$ cat config.mk
export PLATFORM = sky130hd
export DESIGN_NAME = mscp_status_pins
export DESIGN_NICKNAME = d
export VERILOG_FILES = /design/src/mscp_pkg.sv /design/src/mscp_status_pins.sv /design/src/mscp_sync.sv
export SDC_FILE = /design/constraint.sdc
export NUM_CORES = 1
export LEC_CHECK = 0
export ABC_CLOCK_PERIOD_IN_PS = 3000
export BUFFER_PORTS_ARGS = -buffer_cell sky130_fd_sc_hd__buf_2
export CORE_UTILIZATION = 40
export DETAILED_ROUTE_END_ITERATION = 10
export GPL_TIMING_DRIVEN = 0
export PLACE_DENSITY = 0.64
export REMOVE_ABC_BUFFERS = 1
export SLEW_MARGIN = 20
export SYNTH_ARGS = -nofsm -noshare
export SYNTH_HDL_FRONTEND = slang
export SYNTH_SLANG_ARGS = --single-unit
export TNS_END_PERCENT = 10
$ cat constraint.sdc
create_clock -name sys_clk -period 3 [get_ports sys_clk]
set_input_delay 0.6 -clock sys_clk [delete_from_list [all_inputs] [get_ports sys_clk]]
set_output_delay 0.6 -clock sys_clk [all_outputs]
set_load 0.01 [all_outputs]
$ cat src/mscp_pkg.sv
`default_nettype none

package mscp_pkg;

  // ==========================================================================
  // Timing
  // ==========================================================================
  localparam int unsigned CLK_HZ = 100_000_000;
  localparam int unsigned WAKE_PULSE_MS = 100;
  localparam int unsigned WAKE_PULSE_CYC = (CLK_HZ / 1000) * WAKE_PULSE_MS;

  // ==========================================================================
  // Field widths and reset values
  // ==========================================================================
  localparam int unsigned PWR_W = 8;
  localparam logic [7:0] PWR_THRESH_RST = 8'h10;
  localparam logic [7:0] PWR_DEFAULT_RST = 8'hff;
  localparam logic [1:0] ANT_SEL_RST = 2'h0;
  localparam logic FLIGHT_RST = 1'b0;
  localparam logic RADIO_EN_RST = 1'b1;
  localparam logic CAPPED_RST = 1'b0;
  localparam logic RADIO_OFF_CMD_RST = 1'b0;
  // Pins idle high, so a floating pin reads as released
  localparam logic PIN_IDLE_LVL = 1'b1;

  // ==========================================================================
  // Carriers
  // ==========================================================================
  typedef struct packed {
    logic call_in;
    logic sms_in;
    logic data_req;
  } mscp_wake_src_t;

  typedef struct packed {
    logic radio_off_set;
    logic radio_off_val;
    logic thresh_set;
    logic [7:0] thresh_val;
    logic ant_set;
    logic [1:0] ant_val;
  } mscp_cmd_t;

  typedef struct packed {
    logic flight_mode;
    logic radio_enable;
    logic power_capped;
    logic [7:0] tx_power_limit;
  } mscp_status_t;

endpackage

`default_nettype wire

$ cat src/mscp_status_pins.sv
`timescale 1ns/1ps
`default_nettype none

module mscp_status_pins #(
  parameter int unsigned WAKE_CYC = mscp_pkg::WAKE_PULSE_CYC
) (
  input wire logic sys_clk,
  input wire logic resetn,
  input wire mscp_pkg::mscp_wake_src_t wake_src,
  input wire logic gsm_band_active,
  input wire logic gsm_tx_burst,
  input wire logic radio_disable_n,
  input wire logic proximity_detect_n,
  input wire mscp_pkg::mscp_cmd_t cmd,
  input wire logic [7:0] default_power,
  output logic host_wake_out,
  output logic tx_burst_blank_out,
  output logic antenna_switch_sel0,
  output logic antenna_switch_sel1,
  output mscp_pkg::mscp_status_t status
);

  // ==========================================================================
  // Elaboration checks
  // ==========================================================================
  localparam int unsigned CNT_W = $clog2(WAKE_CYC + 1);

  if (WAKE_CYC < 1)
  begin : g_bad_wake
    $error("WAKE_CYC must be at least one");
  end

  // ==========================================================================
  // Pin synchronisers
  // ==========================================================================
  logic radio_dis_n_s;
  logic prox_n_s;

  // Idle high, so floating pins read as released
  mscp_sync #(
    .RST_VAL(mscp_pkg::PIN_IDLE_LVL)
  ) u_sync_radio (
    .sys_clk(sys_clk),
    .resetn(resetn),
    .async_in(radio_disable_n),
    .sync_out(radio_dis_n_s)
  );

  mscp_sync #(
    .RST_VAL(mscp_pkg::PIN_IDLE_LVL)
  ) u_sync_prox (
    .sys_clk(sys_clk),
    .resetn(resetn),
    .async_in(proximity_detect_n),
    .sync_out(prox_n_s)
  );

  // ==========================================================================
  // Host wake pulse
  // ==========================================================================
  logic wake_event;
  logic [CNT_W-1:0] wake_cnt_q;

  assign wake_event = wake_src.call_in | wake_src.sms_in | wake_src.data_req;

  always_ff @(posedge sys_clk)
  begin
    if (!resetn)
    begin
      wake_cnt_q <= '0;
    end
    else if (wake_event)
    begin
      wake_cnt_q <= CNT_W'(WAKE_CYC);
    end
    else if (wake_cnt_q != '0)
    begin
      wake_cnt_q <= wake_cnt_q - CNT_W'(1);
    end
  end

  always_ff @(posedge sys_clk)
  begin
    if (!resetn)
    begin
      host_wake_out <= 1'b0;
    end
    else
    begin
      // High exactly WAKE_CYC cycles after the last event
      host_wake_out <= wake_event | (wake_cnt_q > CNT_W'(1));
    end
  end

  // ==========================================================================
  // Burst blanking
  // ==========================================================================
  always_ff @(posedge sys_clk)
  begin
    if (!resetn)
    begin
      tx_burst_blank_out <= 1'b0;
    end
    else
    begin
      tx_burst_blank_out <= gsm_band_active & gsm_tx_burst;
    end
  end

  // ==========================================================================
  // Host command settings
  // ==========================================================================
  logic cmd_radio_off_q;
  logic [7:0] thresh_q;
  logic [1:0] ant_sel_q;

  always_ff @(posedge sys_clk)
  begin
    if (!resetn)
    begin
      cmd_radio_off_q <= mscp_pkg::RADIO_OFF_CMD_RST;
    end
    else if (cmd.radio_off_set)
    begin
      cmd_radio_off_q <= cmd.radio_off_val;
    end
  end

  always_ff @(posedge sys_clk)
  begin
    if (!resetn)
    begin
      thresh_q <= mscp_pkg::PWR_THRESH_RST;
    end
    else if (cmd.thresh_set)
    begin
      thresh_q <= cmd.thresh_val;
    end
  end

  always_ff @(posedge sys_clk)
  begin
    if (!resetn)
    begin
      ant_sel_q <= mscp_pkg::ANT_SEL_RST;
    end
    else if (cmd.ant_set)
    begin
      ant_sel_q <= cmd.ant_val;
    end
  end

  assign antenna_switch_sel0 = ant_sel_q[0];
  assign antenna_switch_sel1 = ant_sel_q[1];

  // ==========================================================================
  // Radio state and power limit
  // ==========================================================================
  logic [7:0] cap_d;
  logic flight_q;
  logic radio_en_q;
  logic capped_q;
  logic [7:0] pwr_limit_q;

  // A threshold above the default would raise power, so take the lower
  assign cap_d = (thresh_q < default_power) ? thresh_q : default_power;

  // Pin low or command off: flight mode
  always_ff @(posedge sys_clk)
  begin
    if (!resetn)
    begin
      flight_q <= mscp_pkg::FLIGHT_RST;
    end
    else
    begin
      flight_q <= !radio_dis_n_s | cmd_radio_off_q;
    end
  end

  always_ff @(posedge sys_clk)
  begin
    if (!resetn)
    begin
      radio_en_q <= mscp_pkg::RADIO_EN_RST;
    end
    else
    begin
      radio_en_q <= radio_dis_n_s & !cmd_radio_off_q;
    end
  end

  always_ff @(posedge sys_clk)
  begin
    if (!resetn)
    begin
      capped_q <= mscp_pkg::CAPPED_RST;
    end
    else
    begin
      capped_q <= !prox_n_s;
    end
  end

  // Same sync stage as the capped flag, so both move on one edge
  always_ff @(posedge sys_clk)
  begin
    if (!resetn)
    begin
      pwr_limit_q <= mscp_pkg::PWR_DEFAULT_RST;
    end
    else if (!prox_n_s)
    begin
      pwr_limit_q <= cap_d;
    end
    else
    begin
      pwr_limit_q <= default_power;
    end
  end

  assign status = '{flight_mode: flight_q, radio_enable: radio_en_q, power_capped: capped_q,
                    tx_power_limit: pwr_limit_q};

endmodule

`default_nettype wire

$ cat src/mscp_sync.sv
`timescale 1ns/1ps
`default_nettype none

// ============================================================================
// Two-stage synchroniser, reset to a chosen idle level
// ============================================================================
module mscp_sync #(
  parameter logic RST_VAL = 1'b1
) (
  input wire logic sys_clk,
  input wire logic resetn,
  input wire logic async_in,
  output logic sync_out
);

  logic meta_q;

  always_ff @(posedge sys_clk)
  begin
    if (!resetn)
    begin
      meta_q <= RST_VAL;
      sync_out <= RST_VAL;
    end
    else
    begin
      meta_q <= async_in;
      sync_out <= meta_q;
    end
  end

endmodule

`default_nettype wire

-- After elaboration in Yosys (flattened, before gate mapping)
Index checks and enable logic that the tools add are counted.
W data, S select, Z words.
- flip-flop bits (word level): 52
- logic and storage cells: 35
- input bits: 31
- mux-type cells: 4
- reductions and logical operators: 6
- order comparisons: 2
- bitwise gates (word level): 7
- add/sub/neg operators: 1
- operators by type and width (cell ; count):
    $mux W24 ; 2
    $gt A24 B1 Y1 const B ; 1
    $reduce_bool A24 Y1 ; 1
    $sub A24 B1 Y24 const B ; 1
    $mux W8 ; 2
    $lt A8 B8 Y1 ; 1
    $or A1 B1 Y1 ; 4
    $logic_not A1 Y1 ; 3
    $and A1 B1 Y1 ; 2
    $reduce_bool A2 Y1 ; 1
    $reduce_or A2 Y1 ; 1
    $not A1 Y1 ; 1

-- Logic depth before layout (Yosys ltp)
- depth in word-level cells: 3
- gate-level depth with buffers: 6

-- Modules after synthesis
A second synthesis with hierarchy kept.
- cell total of the unflattened synthesis: 245
- area, all modules: 2352.3 um^2
- by module, submodules not included (module ; cells each ; sequential area each (um^2) ; area an instance (um^2) ; times used):
    mscp_status_pins ; 237 ; 960.9 ; 2247.2 ; 1
    mscp_sync ; 4 ; 40.0 ; 52.6 ; 2

-- Worst setup path before layout
OpenSTA, ideal clock, no wires.
- path kind: in2reg
- from: input port default_power[1]
- to: register pwr_limit_q[0]
- setup time: 0.141 ns
- data arrival time: 2.157 ns
- buffers on the path: 0
- slack: 0.702 ns
- cell stages on the path: 6
- cells stage by stage: inv_1 > ha_1 > a21o_1 > a2111oi_2 > o21a_1 > o211ai_1
- cells in the longest elaborated chain, start to end: 3
- ends and longest elaborated chain (element ; RTL line ; source):
    from (decl) ; mscp_status_pins.sv:15 ; input wire logic [7:0] default_power,
    $lt A8 B8 Y1 ; mscp_status_pins.sv:166 ; assign cap_d = (thresh_q < default_power) ? thresh_q : default_power;
    $mux W8 ; mscp_status_pins.sv:166 ;
    $mux W8 ; mscp_status_pins.sv:212 ; else if (!prox_n_s)
    to (signal assigned) ; mscp_status_pins.sv:210 ; pwr_limit_q <= mscp_pkg::PWR_DEFAULT_RST;
    to (signal assigned) ; mscp_status_pins.sv:214 ; pwr_limit_q <= cap_d;
    to (signal assigned) ; mscp_status_pins.sv:218 ; pwr_limit_q <= default_power;
    to (decl) ; mscp_status_pins.sv:163 ; logic [7:0] pwr_limit_q;
No other way between the ends.
A chain may end at the register's enable or synchronous reset.

-- Worst setup path after layout
- from: register wake_cnt_q[12]
- to: register wake_cnt_q[15]
- cells in the longest elaborated chain, start to end: 3
- elaborated cells between the ends (all ways): 5
- ends and longest elaborated chain (element ; RTL line ; source):
    from (decl) ; mscp_status_pins.sv:62 ; logic [CNT_W-1:0] wake_cnt_q;
    from (signal assigned) ; mscp_status_pins.sv:74 ; wake_cnt_q <= CNT_W'(WAKE_CYC);
    from (signal assigned) ; mscp_status_pins.sv:78 ; wake_cnt_q <= wake_cnt_q - CNT_W'(1);
    $sub A24 B1 Y24 ; mscp_status_pins.sv:78 ;
    $mux W24 ; mscp_status_pins.sv:76 ; else if (wake_cnt_q != '0)
    $mux W24 ; mscp_status_pins.sv:72 ; else if (wake_event)
Parallel ways exist; a longest one is shown, timed or not. The select of a mux whose other input is x is not followed.

==> metrics.yaml <==
slew_headroom: 0.348
ys.flop_type: "dfxtp_1"
power.share.switching: 0.272
leakage_nw: 1.14
synthMuxAreaShare: 0.0514
grt_max_degree: 21
synth_fa_ha_area_frac: 0.0535
cap_violations: 0
fin_setup_tns_ns: 0
outcome: "finished clean"
drt_first_pass_iters: 4
r2r-end: "wake_cnt_q[15]$_SDFFE_PN0P_"
synth_top_cell_area_share: 0.445
cts_hold_buf: 0
required_ns: 3.23
end_kind: "flip-flop"
clkPwrFrac: 0.304
critPathSlowestCell: "o31ai_2"
worstSkewPairLatency_ns: 0.31
synth.avg_cell_area_um2: 9.42
cp-endpoint: "wake_cnt_q[15]$_SDFFE_PN0P_"
port_buffers: 45
ys_seq_area_frac: 0.445
area_delta_synth_final_pct: 15.7
synthTopCellsByCount: "dfxtp_1 (52), nor2_1 (23), o211ai_1 (19)"
synth-seq-cells: 52
p_int_mw: 0.965
max_stage_delay_ns: 0.70
crit_arrival_ns: 2.72
synth-warning-count: 0
power_switching_mw: 0.360
synth.most_common_cell: "dfxtp_1"
post-cts-setup-buffer-count: 0
die-area_mm2: 0.00615
fin_skew_ns: 0.0132
synth-simple-area-share: 0.185
async_reset_ff_frac: 0
yosysUniqueCellTypes: 42
numCtsBuffers: 5
finalNetCount: 331
h-tree-depth: 2
report.final.setup_viol: 0
critPathKind: "flip-flop to flip-flop"
synth_xor_area_frac: 0.0225
grt.total_usage: 0.170
synth_edf_count: 0
reg2regPathDepth: 5
startpoint: "wake_cnt_q[12]$_SDFFE_PN0P_"
wl_per_cell_um: 13.0
syn_area_mm2: 0.00234
r2r-start: "wake_cnt_q[12]$_SDFFE_PN0P_"
peakVddDrop_v: 0.000253
drive_gt1_frac: 0.227
start_kind: "flip-flop"
worstPathMaxFanout: 10
root_buffer: "clkbuf_8"
yosysTopAreaCell: "dfxtp_1"
tritoncts: "yes"
start_util: 0.419
rsz0062_at_grt: "no"
synth-compound-area-share: 0.200
worstMarginPinSlew_ns: 0.972
num_vias: 1926
placementRows: 27
ys_top_cells_by_area: "dfxtp_1 (45%), o211ai_1 (6.1%), ha_1 (5.4%)"
clk_pin_slew_ns: 0.10
ioPinCount: 46
routabilityCongestion: 0.839
synth_top_family_by_area: "compound AO/OA/AOI/OAI gates"
total_power_mw: 1.33
wl_um: 4730
grt_pass1_vias: 1793
core_area_mm2: 0.00557
hold_class: "flip-flop to flip-flop"
ant_nets: 0
drv_slew: 0
drtIter0Drc: 75
antenna_cells: 0
cts_sinks: 52
grt_pass1_wl_um: 8320
drcViolationCount: 0
finalCritPeriodShare: 0.830
combPwrFrac: 0.135
fmax_mhz: 401
die_w_um: 78.4
powerDensity_mw_per_mm2: 490
cts_resized: 0
antenna_found_initial: 0
viasPerCell: 5.31
worstPathCellList: "or4_4, nand4b_2, o31ai_2, o21ai_0, a31oi_1"
cts_buffer_depth: 2
grt_overflow: 0
detailed_place_hpwl_um: 3390
synthCells: 248
regToRegSetupSlack_ns: 0.51
sequentialPowerShare: 0.561
min_period_ns: 2.49
die_h_um: 78.4
hold_viol: 0
## metrics by stage
stage	instance area, um^2	setup slack [ns]	util	std cells	hold WS (ns)
final	2710	0.509	0.485	363	0.416
after floorplan	2290	0.714	-	238	0.386
after CTS	2700	0.535	0.484	363	0.417
after global placement	2600	0.227	0.467	355	0.388
after detailed placement	2610	0.263	0.468	355	0.392
after global routing	2710	0.255	0.485	363	0.435
## critical path, delay by kind of cell (launching register included)
family,cells,cell delay (ns)
AND/OR/NAND/NOR,2,0.93
flip-flops,1,0.39
AO/OA/AOI/OAI,3,1.10
## area by class of cell
class	instances	area, um^2
Multi-Input combinational cell	173	1210
Tap cell	72	90.1
Sequential cell	52	1040
Clock buffer	5	68.8
Timing Repair Buffer	45	225
Fill cell	559	2870
Clock inverter	3	23.8
Inverter	13	48.8
## how the worst min path moves through the flow
stage / startpoint / to / cells past startpoint
after CTS: u_sync_prox.meta_q$_SDFF_PN1_ / u_sync_prox.sync_out$_SDFF_PN1_ / 1
final: u_sync_prox.meta_q$_SDFF_PN1_ / u_sync_prox.sync_out$_SDFF_PN1_ / 1
after global placement: u_sync_radio.meta_q$_SDFF_PN1_ / u_sync_radio.sync_out$_SDFF_PN1_ / 1
after global routing: u_sync_prox.meta_q$_SDFF_PN1_ / u_sync_prox.sync_out$_SDFF_PN1_ / 1
after floorplan: u_sync_prox.meta_q$_SDFF_PN1_ / u_sync_prox.sync_out$_SDFF_PN1_ / 1
after detailed placement: u_sync_prox.meta_q$_SDFF_PN1_ / u_sync_prox.sync_out$_SDFF_PN1_ / 1
## cell families after synthesis
group | Yosys count
multiplexers | 12
adder cells (fa/ha/maj) | 10
AO/OA/AOI/OAI | 68
XOR/XNOR | 6
AND/OR/NAND/NOR | 77
flip-flops | 52
buffers and inverters | 23
## power groups by stage
stage	logic [mW]	clock network, mW	registers [mW]
global route	0.203	0.442	0.749
CTS	0.180	0.419	0.744
detailed placement	0.179	0	0.759
global placement	0.176	0	0.759
finish	0.178	0.403	0.744
floorplan	0.109	0	0.761
## layer usage
layer / global-route usage / vias up / wire length [um]
met5: 0 / - / 0
met4: 0.0463 / 0 / 17
met3: 0.0326 / 2 / 177
met2: 0.280 / 41 / 2100
met1: 0.226 / 881 / 2430
li1: - / 1002 / -
## cells in the final DEF, fill, tap and decap left out, types with 2 or more instances in the layout
master / Yosys / final
xor2_1: 5 / 5
mux2i_1: 12 / 12
clkbuf_8: 0 / 5
nand2_1: 8 / 8
and3_1: 2 / 2
o211ai_1: 19 / 19
nand2b_1: 7 / 7
nand3_1: 3 / 3
clkinvlp_4: 0 / 2
o31ai_1: 6 / 5
inv_1: 13 / 13
or3_1: 5 / 5
nor2_1: 23 / 23
a21o_1: 2 / 2
ha_1: 10 / 10
nor4_1: 7 / 7
o21a_1: 3 / 3
o21ai_0: 13 / 13
o31ai_2: 1 / 2
or3_2: 3 / 3
dfxtp_1: 52 / 52
a211oi_1: 2 / 2
a21oi_1: 10 / 10
buf_2: 0 / 45
or4_1: 6 / 6
nor3_1: 5 / 4
a31oi_1: 6 / 6
## registers in the layout, summed over array words and instances, names as in the netlist, 2 cells and up
signal,count
pwr_limit_q,8
thresh_q,8
ant_sel_q,2
wake_cnt_q,24
Note: power is estimated with default switching activity, not from simulation.
